$ cat src/include/smcs_pkg.sv
// constants, field layouts and state types for the serial mode and clock select block
// assumes every file of the block imports this package whole
package smcs_pkg;
  // mode field bit positions
  localparam int MODE_SYNC_BIT = 7;
  localparam int MODE_LEN7_BIT = 6;
  localparam int MODE_PAR_BIT = 5;
  localparam int MODE_ODD_BIT = 4;
  localparam int MODE_STOP_BIT = 3;
  localparam int MODE_MULTI_BIT = 2;
  localparam int MODE_CKS_HI_BIT = 1;
  localparam int MODE_CKS_LO_BIT = 0;
  // control field bit positions
  localparam int CTL_TX_EN_BIT = 5;
  localparam int CTL_RX_EN_BIT = 4;
  localparam int CTL_CKE_HI_BIT = 1;
  localparam int CTL_CKE_LO_BIT = 0;
  // prescaler terminal counts for phi, phi/4, phi/16, phi/64
  localparam logic [5:0] PRE_LIMIT_0 = 6'h00;
  localparam logic [5:0] PRE_LIMIT_1 = 6'h03;
  localparam logic [5:0] PRE_LIMIT_2 = 6'h0f;
  localparam logic [5:0] PRE_LIMIT_3 = 6'h3f;
  // oversampling and framing counts
  localparam logic [3:0] OVERSAMPLE_LAST = 4'hf;
  localparam logic [3:0] SAMPLE_PHASE = 4'h7;
  localparam logic [3:0] CARD_ERR_PHASE = 4'hc;
  localparam logic [3:0] DATA_BITS_8 = 4'h8;
  localparam logic [3:0] DATA_BITS_7 = 4'h7;
  localparam logic [1:0] GUARD_ETU = 2'h2;
  localparam logic [1:0] STOP_ONE = 2'h1;
  localparam logic [1:0] STOP_TWO = 2'h2;
  localparam logic [7:0] FIELD_RESET = 8'h00;

  typedef struct packed {
    logic sync;
    logic chr7;
    logic par_en;
    logic odd;
    logic mp;
    logic two_stop;
    logic card;
  } smcs_fmt_t;

  typedef struct packed {
    logic overrun;
    logic parity;
    logic framing;
    logic brk;
  } smcs_err_t;

  typedef enum logic [4:0] {
    TX_IDLE = 5'b00001,
    TX_START = 5'b00010,
    TX_DATA = 5'b00100,
    TX_PAR = 5'b01000,
    TX_STOP = 5'b10000
  } smcs_tx_state_t;

  typedef enum logic [5:0] {
    RX_IDLE = 6'b000001,
    RX_START = 6'b000010,
    RX_DATA = 6'b000100,
    RX_PAR = 6'b001000,
    RX_STOP = 6'b010000,
    RX_ERRSIG = 6'b100000
  } smcs_rx_state_t;
endpackage

$ cat src/hw/smcs_sync.sv
// two-flop synchroniser for pin inputs
// assumes inputs are asynchronous to mclk; only q is read outside
`timescale 1ns/1ps
`default_nettype none
module smcs_sync
  import smcs_pkg::*;
#(
  parameter int WIDTH = 2
) (
  input wire logic mclk,
  input wire logic rst,
  input wire logic [WIDTH-1:0] d,
  output logic [WIDTH-1:0] q
);
  logic [WIDTH-1:0] meta;

  always_ff @(posedge mclk) begin
    if (rst) begin
      meta <= '1;
      q <= '1;
    end else begin
      meta <= d;
      q <= meta;
    end
  end
endmodule
`default_nettype wire

$ cat src/hw/smcs_baud.sv
// prescaler and baud rate counter; tick is one pulse per 16th of an async bit
// assumes divisor and select come from the same clock domain
`timescale 1ns/1ps
`default_nettype none
module smcs_baud
  import smcs_pkg::*;
(
  input wire logic mclk,
  input wire logic rst,
  input wire logic [1:0] prescale_sel,
  input wire logic [7:0] divisor,
  output logic tick
);
  logic [5:0] pre_cnt;
  logic [5:0] pre_limit;
  logic [8:0] brg_cnt;
  logic [1:0] sel_seen;
  logic [7:0] div_seen;
  logic changed;

  always_comb begin
    case (prescale_sel)
      2'b00: pre_limit = PRE_LIMIT_0;
      2'b01: pre_limit = PRE_LIMIT_1;
      2'b10: pre_limit = PRE_LIMIT_2;
      default: pre_limit = PRE_LIMIT_3;
    endcase
  end

  assign changed = (sel_seen != prescale_sel) || (div_seen != divisor);

  always_ff @(posedge mclk) begin
    if (rst) begin
      sel_seen <= 2'b00;
      div_seen <= FIELD_RESET;
    end else begin
      sel_seen <= prescale_sel;
      div_seen <= divisor;
    end
  end

  // 16 ticks of 2*(N+1)*4^n cycles make one bit of (N+1)*64*2^(2n-1) cycles
  always_ff @(posedge mclk) begin
    if (rst || changed) begin
      pre_cnt <= 6'h00;
      brg_cnt <= 9'h000;
      tick <= 1'b0;
    end else begin
      tick <= 1'b0;
      if (pre_cnt == pre_limit) begin
        pre_cnt <= 6'h00;
        if (brg_cnt == {divisor, 1'b1}) begin
          brg_cnt <= 9'h000;
          tick <= 1'b1;
        end else begin
          brg_cnt <= brg_cnt + 9'h001;
        end
      end else begin
        pre_cnt <= pre_cnt + 6'h01;
      end
    end
  end
endmodule
`default_nettype wire

$ cat src/hw/smcs_top.sv
// serial mode, frame format and clock source selection with a minimal transmitter and receiver
// assumes software clears both enables before changing mode, format or clock fields
`timescale 1ns/1ps
`default_nettype none
// Behaviour
// - prescaler select gives phi, /4, /16, /64
// - async bit period (N+1)*64*2^(2n-1) cycles
// - bit 7 picks async or clocked sync
// - bit 6 picks 8 or 7 data bits
// - bit 5 adds parity when multiproc off
// - bit 3 picks one or two stops
// - multiproc bit replaces parity when set
// - async receiver flags framing, parity, overrun, break
// - sync receiver flags overrun only
// - async clock enables: none, output, external
// - sync internal clock driven out on pin
// - sync external clock taken from pin
// - card mode: async, 8 data plus parity
// - card transmit keeps two etu guard
// - card parity error drives line low
// - card error signal triggers retransmission
// - divisor 0..255, prescaler select 0..3
// - start low, lsb first, high stops
// - receiver samples on eighth 16x pulse
module smcs_top
  import smcs_pkg::*;
(
  input wire logic mclk,
  input wire logic rst,
  input wire logic [7:0] serial_mode_field,
  input wire logic [7:0] serial_control_field,
  input wire logic [7:0] baud_divisor,
  input wire logic card_enable,
  input wire logic [7:0] tx_data,
  input wire logic tx_mpb,
  input wire logic tx_load,
  output logic tx_ready,
  output logic tx_busy,
  output logic [7:0] rx_data,
  output logic rx_mpb,
  output logic rx_valid,
  input wire logic rx_ack,
  output smcs_err_t rx_errors,
  input wire logic err_clear,
  output logic txd_o,
  output logic txd_oe,
  input wire logic rxd_i,
  output logic sck_o,
  output logic sck_oe,
  input wire logic sck_i
);
  smcs_fmt_t fmt;
  smcs_tx_state_t tx_state;
  smcs_rx_state_t rx_state;
  logic transmit_enable;
  logic receive_enable;
  logic clock_enable_hi;
  logic clock_enable_lo;
  logic tick;
  logic rxd_s;
  logic sck_s;
  logic rxd_prev;
  logic sck_prev;
  logic clk16;
  logic sck_int;
  logic sync_run;
  logic s_fall;
  logic s_rise;
  logic [3:0] nbits;
  logic [1:0] stop_need;
  logic tx_adv;
  logic load_take;
  logic stop_last;
  logic [7:0] hold;
  logic hold_mpb;
  logic hold_full;
  logic [7:0] tx_sh;
  logic [7:0] retry;
  logic retry_mpb;
  logic [3:0] tx_cnt;
  logic [1:0] stop_cnt;
  logic [3:0] tx_ph;
  logic tx_bit;
  logic err_seen;
  logic rx_sample;
  logic [3:0] rx_ph;
  logic [3:0] rx_cnt;
  logic [7:0] rx_sh;
  logic rx_par;
  logic [3:0] err_cnt;
  logic err_drive;
  logic deliver;
  logic [7:0] rx_word;
  logic par_bad;
  logic stop_bad;

  assign transmit_enable = serial_control_field[CTL_TX_EN_BIT];
  assign receive_enable = serial_control_field[CTL_RX_EN_BIT];
  assign clock_enable_hi = serial_control_field[CTL_CKE_HI_BIT];
  assign clock_enable_lo = serial_control_field[CTL_CKE_LO_BIT];

  // card mode overrides the mode field into async 8 data plus parity
  always_comb begin
    fmt.card = card_enable;
    fmt.sync = serial_mode_field[MODE_SYNC_BIT] & ~card_enable;
    fmt.chr7 = ~fmt.sync & ~card_enable & serial_mode_field[MODE_LEN7_BIT];
    fmt.mp = ~fmt.sync & ~card_enable & serial_mode_field[MODE_MULTI_BIT];
    fmt.par_en = ~fmt.sync & (card_enable | (serial_mode_field[MODE_PAR_BIT] & ~fmt.mp));
    fmt.odd = serial_mode_field[MODE_ODD_BIT];
    fmt.two_stop = ~fmt.sync & serial_mode_field[MODE_STOP_BIT];
  end

  assign nbits = fmt.chr7 ? DATA_BITS_7 : DATA_BITS_8;
  assign stop_need = fmt.card ? GUARD_ETU : (fmt.two_stop ? STOP_TWO : STOP_ONE);

  smcs_baud u_baud (
    .mclk(mclk),
    .rst(rst),
    .prescale_sel({serial_mode_field[MODE_CKS_HI_BIT], serial_mode_field[MODE_CKS_LO_BIT]}),
    .divisor(baud_divisor),
    .tick(tick)
  );

  smcs_sync #(.WIDTH(2)) u_sync (
    .mclk(mclk),
    .rst(rst),
    .d({rxd_i, sck_i}),
    .q({rxd_s, sck_s})
  );

  always_ff @(posedge mclk) begin
    if (rst) begin
      rxd_prev <= 1'b1;
      sck_prev <= 1'b1;
    end else begin
      rxd_prev <= rxd_s;
      sck_prev <= sck_s;
    end
  end

  // async 16x enable: generator tick, or pin edge with the generator bypassed
  assign clk16 = ~fmt.sync & (clock_enable_hi ? (sck_s & ~sck_prev) : tick);

  // sync internal clock idles high and only runs while there is work
  assign sync_run = fmt.sync & ~clock_enable_hi & ((tx_state != TX_IDLE) | hold_full | receive_enable);

  always_ff @(posedge mclk) begin
    if (rst) begin
      sck_int <= 1'b1;
    end else if (!sync_run) begin
      sck_int <= 1'b1;
    end else if (tick) begin
      sck_int <= ~sck_int;
    end
  end

  // sync edges: internal from the toggling clock, external from the pin
  always_comb begin
    if (!fmt.sync) begin
      s_fall = 1'b0;
      s_rise = 1'b0;
    end else if (clock_enable_hi) begin
      s_fall = sck_prev & ~sck_s;
      s_rise = ~sck_prev & sck_s;
    end else begin
      s_fall = sync_run & tick & sck_int;
      s_rise = sync_run & tick & ~sck_int;
    end
  end

  // transmit bit phase; also the source of the async output clock
  always_ff @(posedge mclk) begin
    if (rst) begin
      tx_ph <= 4'h0;
    end else if (clk16) begin
      tx_ph <= tx_ph + 4'h1;
    end
  end

  assign tx_adv = fmt.sync ? s_fall : (clk16 && tx_ph == OVERSAMPLE_LAST);
  assign stop_last = tx_state == TX_STOP && stop_cnt == stop_need - 2'h1 && !(fmt.card && err_seen);
  // a full hold starts the next frame right after the last stop, with no extra mark bit
  assign load_take = transmit_enable && tx_adv && hold_full && (tx_state == TX_IDLE || stop_last);

  always_ff @(posedge mclk) begin
    if (rst) begin
      hold <= FIELD_RESET;
      hold_mpb <= 1'b0;
      hold_full <= 1'b0;
    end else if (!transmit_enable) begin
      hold_full <= 1'b0;
    end else if (tx_load && !hold_full) begin
      hold <= tx_data;
      hold_mpb <= tx_mpb;
      hold_full <= 1'b1;
    end else if (load_take) begin
      hold_full <= 1'b0;
    end
  end

  always_ff @(posedge mclk) begin
    if (rst) begin
      tx_state <= TX_IDLE;
      tx_bit <= 1'b1;
      tx_sh <= FIELD_RESET;
      retry <= FIELD_RESET;
      retry_mpb <= 1'b0;
      tx_cnt <= 4'h0;
      stop_cnt <= 2'h0;
    end else if (!transmit_enable) begin
      tx_state <= TX_IDLE;
      tx_bit <= 1'b1;
    end else if (tx_adv) begin
      case (tx_state)
        TX_IDLE: begin
          if (hold_full) begin
            retry <= hold;
            retry_mpb <= hold_mpb;
            if (fmt.sync) begin
              tx_bit <= hold[0];
              tx_sh <= {1'b0, hold[7:1]};
              tx_cnt <= 4'h1;
              tx_state <= TX_DATA;
            end else begin
              tx_bit <= 1'b0;
              tx_sh <= hold;
              tx_state <= TX_START;
            end
          end
        end
        TX_START: begin
          tx_bit <= tx_sh[0];
          tx_sh <= {1'b0, tx_sh[7:1]};
          tx_cnt <= 4'h1;
          tx_state <= TX_DATA;
        end
        TX_DATA: begin
          if (tx_cnt == nbits) begin
            if (fmt.sync) begin
              tx_bit <= 1'b1;
              tx_state <= TX_IDLE;
            end else if (fmt.mp) begin
              tx_bit <= retry_mpb;
              tx_state <= TX_PAR;
            end else if (fmt.par_en) begin
              tx_bit <= (^(fmt.chr7 ? {1'b0, retry[6:0]} : retry)) ^ fmt.odd;
              tx_state <= TX_PAR;
            end else begin
              tx_bit <= 1'b1;
              stop_cnt <= 2'h0;
              tx_state <= TX_STOP;
            end
          end else begin
            tx_bit <= tx_sh[0];
            tx_sh <= {1'b0, tx_sh[7:1]};
            tx_cnt <= tx_cnt + 4'h1;
          end
        end
        TX_PAR: begin
          tx_bit <= 1'b1;
          stop_cnt <= 2'h0;
          tx_state <= TX_STOP;
        end
        TX_STOP: begin
          if (stop_cnt == stop_need - 2'h1) begin
            if (fmt.card && err_seen) begin
              tx_bit <= 1'b0;
              tx_sh <= retry;
              tx_state <= TX_START;
            end else if (hold_full) begin
              retry <= hold;
              retry_mpb <= hold_mpb;
              tx_bit <= 1'b0;
              tx_sh <= hold;
              tx_state <= TX_START;
            end else begin
              tx_state <= TX_IDLE;
            end
          end else begin
            stop_cnt <= stop_cnt + 2'h1;
          end
        end
        default: begin
          tx_state <= TX_IDLE;
          tx_bit <= 1'b1;
        end
      endcase
    end
  end

  // error signal from the card falls in the first guard etu; sampled late in it
  always_ff @(posedge mclk) begin
    if (rst) begin
      err_seen <= 1'b0;
    end else if (tx_state == TX_START) begin
      err_seen <= 1'b0;
    end else if (fmt.card && tx_state == TX_STOP && stop_cnt == 2'h0 && clk16 && tx_ph == CARD_ERR_PHASE) begin
      err_seen <= ~rxd_s;
    end
  end

  assign rx_sample = clk16 && rx_ph == SAMPLE_PHASE;
  assign rx_word = fmt.chr7 ? {1'b0, rx_sh[7:1]} : rx_sh;
  assign par_bad = fmt.par_en && (rx_par != ((^rx_word) ^ fmt.odd));
  assign stop_bad = ~rxd_s;

  always_ff @(posedge mclk) begin
    if (rst) begin
      rx_ph <= 4'h0;
    end else if (rx_state == RX_IDLE) begin
      rx_ph <= 4'h0;
    end else if (clk16) begin
      rx_ph <= rx_ph + 4'h1;
    end
  end

  always_ff @(posedge mclk) begin
    if (rst) begin
      rx_state <= RX_IDLE;
      rx_sh <= FIELD_RESET;
      rx_cnt <= 4'h0;
      rx_par <= 1'b0;
      err_cnt <= 4'h0;
    end else if (!receive_enable) begin
      rx_state <= RX_IDLE;
    end else begin
      case (rx_state)
        RX_IDLE: begin
          rx_cnt <= 4'h0;
          if (fmt.sync) begin
            rx_state <= RX_DATA;
          end else if (rxd_prev && !rxd_s) begin
            rx_state <= RX_START;
          end
        end
        RX_START: begin
          if (rx_sample) begin
            rx_state <= rxd_s ? RX_IDLE : RX_DATA;
          end
        end
        RX_DATA: begin
          if (fmt.sync ? s_rise : rx_sample) begin
            rx_sh <= {rxd_s, rx_sh[7:1]};
            if (rx_cnt == nbits - 4'h1) begin
              rx_cnt <= 4'h0;
              if (fmt.sync) begin
                rx_state <= RX_DATA;
              end else if (fmt.par_en || fmt.mp) begin
                rx_state <= RX_PAR;
              end else begin
                rx_state <= RX_STOP;
              end
            end else begin
              rx_cnt <= rx_cnt + 4'h1;
            end
          end
        end
        RX_PAR: begin
          if (rx_sample) begin
            rx_par <= rxd_s;
            rx_state <= RX_STOP;
          end
        end
        RX_STOP: begin
          // the first stop sample sits at 10.5 etu, where the card error signal begins
          if (rx_sample) begin
            err_cnt <= 4'h0;
            rx_state <= (fmt.card && par_bad) ? RX_ERRSIG : RX_IDLE;
          end
        end
        RX_ERRSIG: begin
          if (clk16) begin
            err_cnt <= err_cnt + 4'h1;
            if (err_cnt == OVERSAMPLE_LAST) begin
              rx_state <= RX_IDLE;
            end
          end
        end
        default: rx_state <= RX_IDLE;
      endcase
    end
  end

  assign err_drive = rx_state == RX_ERRSIG;
  assign deliver = (rx_state == RX_STOP && rx_sample) ||
                   (fmt.sync && rx_state == RX_DATA && s_rise && rx_cnt == nbits - 4'h1);

  // a pending word is not overwritten; a set wins over a same-cycle clear
  always_ff @(posedge mclk) begin
    if (rst) begin
      rx_data <= FIELD_RESET;
      rx_mpb <= 1'b0;
      rx_valid <= 1'b0;
    end else if (deliver && (!rx_valid || rx_ack)) begin
      rx_data <= fmt.sync ? {rxd_s, rx_sh[7:1]} : rx_word;
      rx_mpb <= fmt.mp & rx_par;
      rx_valid <= 1'b1;
    end else if (rx_ack) begin
      rx_valid <= 1'b0;
    end
  end

  always_ff @(posedge mclk) begin
    if (rst) begin
      rx_errors <= '0;
    end else begin
      if (deliver && rx_valid && !rx_ack) begin
        rx_errors.overrun <= 1'b1;
      end else if (err_clear) begin
        rx_errors.overrun <= 1'b0;
      end
      if (deliver && !fmt.sync && par_bad) begin
        rx_errors.parity <= 1'b1;
      end else if (err_clear) begin
        rx_errors.parity <= 1'b0;
      end
      if (deliver && !fmt.sync && stop_bad) begin
        rx_errors.framing <= 1'b1;
      end else if (err_clear) begin
        rx_errors.framing <= 1'b0;
      end
      // a parity bit left from an earlier frame must not hide a break
      if (deliver && !fmt.sync && stop_bad && rx_word == 8'h00 && !((fmt.par_en || fmt.mp) && rx_par)) begin
        rx_errors.brk <= 1'b1;
      end else if (err_clear) begin
        rx_errors.brk <= 1'b0;
      end
    end
  end

  // card line is open drain: drive only lows, the pull-up makes the highs
  always_ff @(posedge mclk) begin
    if (rst) begin
      txd_o <= 1'b1;
      txd_oe <= 1'b0;
      tx_ready <= 1'b0;
      tx_busy <= 1'b0;
    end else begin
      txd_o <= tx_bit & ~err_drive;
      txd_oe <= fmt.card ? (err_drive | ~tx_bit) : transmit_enable;
      tx_ready <= transmit_enable & ~hold_full & ~(tx_load & ~hold_full);
      tx_busy <= (tx_state != TX_IDLE) | hold_full;
    end
  end

  always_ff @(posedge mclk) begin
    if (rst) begin
      sck_o <= 1'b1;
      sck_oe <= 1'b0;
    end else if (fmt.sync) begin
      sck_o <= sck_int;
      sck_oe <= ~clock_enable_hi;
    end else begin
      sck_o <= tx_ph[3];
      sck_oe <= ~clock_enable_hi & clock_enable_lo;
    end
  end
endmodule
`default_nettype wire

$ cat config.mk
export PLATFORM = sky130hd
export DESIGN_NAME = smcs_top
export DESIGN_NICKNAME = d
export VERILOG_FILES = /design/src/include/smcs_pkg.sv /design/src/hw/smcs_sync.sv /design/src/hw/smcs_baud.sv /design/src/hw/smcs_top.sv
export SDC_FILE = /design/constraint.sdc
export NUM_CORES = 1
export LEC_CHECK = 0
export BUFFER_PORTS_ARGS = -buffer_cell sky130_fd_sc_hd__clkbuf_2
export CAP_MARGIN = 25
export CELL_PAD_IN_SITES_DETAIL_PLACEMENT = 1
export CELL_PAD_IN_SITES_GLOBAL_PLACEMENT = 2
export CORE_MARGIN = 2
export CORE_UTILIZATION = 33
export CTS_CLUSTER_SIZE = 25
export DETAILED_ROUTE_END_ITERATION = 10
export PLACE_DENSITY = 0.81
export SLEW_MARGIN = 20
export SYNTH_ARGS = -nofsm -noshare
export SYNTH_HDL_FRONTEND = slang
export SYNTH_SLANG_ARGS = --single-unit
export TNS_END_PERCENT = 100
$ cat constraint.sdc
create_clock -name mclk -period 2.1 [get_ports mclk]
set_input_delay 0.105 -clock mclk [delete_from_list [all_inputs] [get_ports mclk]]
set_output_delay 0.105 -clock mclk [all_outputs]
set_load 0.01 [all_outputs]
==> flow_summary.toml <==
[worst_setup_path]
end_kind = "flop"
start_kind = "flop"
reg2reg_slack_ns = 0.002
crit_arrival_ns = 2.39
worst-setup-path-type = "flop to flop"
cp_cell_sequence = "nor4b_4 -> a2111oi_4 -> buf_4 -> or2_4 -> o211a_1 -> buf_12 -> mux2i_1 -> nor2_1"
cp_slowest_stage_delay_ns = 0.38
cp_max_fo = 8
r2r_start = "tx_state[1]"
cp-startpoint = "tx_state[1]"
crit_slowest_cell = "nor4b_4"
required_ns = 2.39

[timing]
setup_slack_ns = 0.00195
finalSetupTns_ns = 0
fmax_mhz = 477
timing.hold.ws_ns = 0.00436
hold_viol = 0
drv_slew = 0
period_share = 0.999
relSlewSlack = 0.583
rsz0062_at_grt = "true"
worst_slew_pin_slew_ns = 0.624
finalSetupViolCount = 0
clock_skew_ns = 0.00881
fin_crit_ns = 2.10

[grt]
grt_first_pass_wirelength_um = 33200
grt_use_total = 0.195
antenna_found_initial = 0
grt_max_degree = 45
overflow = 0
first_global_vias = 6346

[yosys]
synth_cell_types = 76
synth.area.top_cells = "dfxtp_1 (38%), mux2i_1 (9.0%), nor2_1 (5.4%)"
syn_area_per_cell_sq_um = 8.74
synth-async-reset-ratio = 0
yosys.area_share.simple = 0.238
yosys.area.top_type = "dfxtp_1"
yosysSeqAreaShare = 0.377
synth_top_family_by_area = "simple AND/OR/NAND/NOR gates"
synth_compound_area_frac = 0.156
synth-adder-area-share = 0.0247
syn_area_sq_um = 6590
synth_top_area_frac = 0.377
synthFlopType = "dfxtp_1"
synth_seq_cells = 124
syn_inst = 754
synth_nets = 808
synthMuxAreaShare = 0.0964
synth_xor_xnor_area_share = 0.0731
synth-edff-count = 0
yosys_warnings = 0

[outcome]
status = "finished, final reports clean"

[place]
post-place-ws_ns = -0.194
dpl.hpwl_um = 14700
postPlaceCellArea_sq_um = 7870
globalplace.congestion = 0.865
port_buffers = 56

[finish]
fin_area_sq_um = 8980
area_growth_pct = 36.2
num_antenna_cells = 0
drive_gt1_frac = 0.281
nets = 974

[clocking]
clk_latency_ns = 0.43
clockBufferDepth = 2
clkTransAtPathRegs_ns = 0.06
cts_buffers = 17
cts_tree = "done"
htree_levels = 4
clock-sinks = 124
cts-root-buf = "clkbuf_16"

[power_and_ir_drop]
ir_worst_vdd_v = 0.000585
power.leakage_nw = 3.58
power_density_nw_per_um2 = 655
total_power_w = 0.00588

[floorplanning]
die_h_um = 145
io_pins = 61
rows = 51
coreArea_sq_um = 19500
start_util = 0.337
die_w_um = 145
die-area_sq_um = 21100

[drt]
drt-initial-drc-count = 304
antenna_left = 0
drc = 0
via_per_inst = 5.20
wl_um = 20700
first_pass_iters = 5
wl_per_cell_um = 17.3
via_count = 6224

[job]
max_cap_viol_count = 0

[worst_hold_path]
holdCritStartpoint = "rst"
hold_class = "input port to flop"
## cells in the final DEF (no fill, tap or decap), drive strengths merged, types with 4 or more instances in the layout
| cell type | count |
|---|---|
| ha | 13 |
| xor2 | 27 |
| a211oi | 7 |
| nand3b | 9 |
| a21oi | 34 |
| clkinv | 4 |
| xnor2 | 28 |
| nand4 | 22 |
| nor2b | 18 |
| o211ai | 7 |
| nor4 | 6 |
| nand2b | 14 |
| nand3 | 15 |
| clkbuf | 74 |
| or3 | 5 |
| nor3 | 20 |
| clkinvlp | 4 |
| a31oi | 8 |
| dfxtp | 124 |
| mux2i | 60 |
| and2 | 5 |
| o31ai | 11 |
| o221ai | 8 |
| dlygate4sd3 | 24 |
| nand4b | 5 |
| or2 | 11 |
| o21ai | 32 |
| and3 | 9 |
| inv | 17 |
| buf | 112 |
| o2111ai | 4 |
| nor2 | 96 |
| nand2 | 50 |
## logic make-up (layout without fill, tap and decap cells)
family / count (synthesis) / in the layout
AND/OR/NAND/NOR: 301 / 301
AO/OA/AOI/OAI: 141 / 141
XOR/XNOR: 55 / 55
multiplexers: 62 / 62
buffers and inverters: 58 / 236
flip-flops: 124 / 124
adder cells (fa/ha/maj): 13 / 13
## layout make-up
| cell class | instances | area (sq um) |
|---|---|---|
| timing repair buffer | 191 | 1450 |
| clock buffer | 19 | 453 |
| tap | 265 | 332 |
| sequential | 124 | 2500 |
| inverter | 14 | 52.6 |
| fill | 2285 | 10500 |
| multi-input combinational | 572 | 4080 |
| clock inverter | 12 | 114 |
## registers in the layout, summed over array words and instances (netlist names), 2 cells and up
signal,cells
u_baud.sel_seen,2
rx_cnt,4
rx_ph,4
stop_cnt,2
rx_sh,8
tx_cnt,4
tx_ph,4
u_sync.meta,2
u_baud.brg_cnt,9
u_sync.q,2
u_baud.pre_cnt,6
retry,8
hold,8
tx_sh,8
err_cnt,4
tx_state,5
rx_errors,4
rx_state,6
rx_data,8
u_baud.div_seen,8
## path summary, 6_finish.rpt
path | depth (start not counted) | to
worst min register to register | 1 | u_sync.q[0]
worst min-delay path | 2 | rx_errors[0]
worst max register to register | 8 | rx_sh[2]
worst max-delay path | 8 | rx_sh[2]
## metal layers
metal / vias to the layer above / share of wire / GRT usage
met4: 0 / 0.020 / 0.0686
met2: 115 / 0.48 / 0.320
li1: 3036 / - / -
met1: 3040 / 0.47 / 0.258
met3: 33 / 0.033 / 0.0365
met5: - / 0 / 0
## worst max-delay path: cells and delay by family, from the launching register on
family / cells / cell delay [ns]
and+or+nand+nor: 3 / 0.72
AOI/OAI and AO/OA: 2 / 0.38
DFF: 1 / 0.37
buffers and inverters: 2 / 0.31
muxes: 1 / 0.17
## stage by stage
step,instances,util
2_1_floorplan,754,-
3_3_place_gp,1134,0.403
3_5_place_dp,1134,0.403
4_1_cts,1191,0.448
5_1_grt,1197,0.460
6_report,1197,0.460
## power by group
group / internal [W] / switching (W)
Sequential: 0.00239 / 0.0000337
Combinational: 0.000282 / 0.000316
Clock: 0.00169 / 0.00117
## timing repair
action	4_1_cts	5_1_grt
gates cloned	0	1
pin swaps	4	18
setup buffers	2	6
resized for setup	14	44
setup endpoints to repair	48	55
hold buffers	24	0
hold endpoints to repair	24	0
## cell usage after synthesis (all sizes together) (11+ instances only)
library cell / count
xnor2: 28
buf: 11
nand4: 22
o21ai: 32
dfxtp: 124
ha: 13
o31ai: 11
or2: 11
nand3: 15
clkbuf: 33
nor2: 96
nand2: 50
a21oi: 34
inv: 14
nand2b: 14
nor3: 20
nor2b: 18
xor2: 27
mux2i: 60
Note: power is estimated with default switching activity, not from simulation.
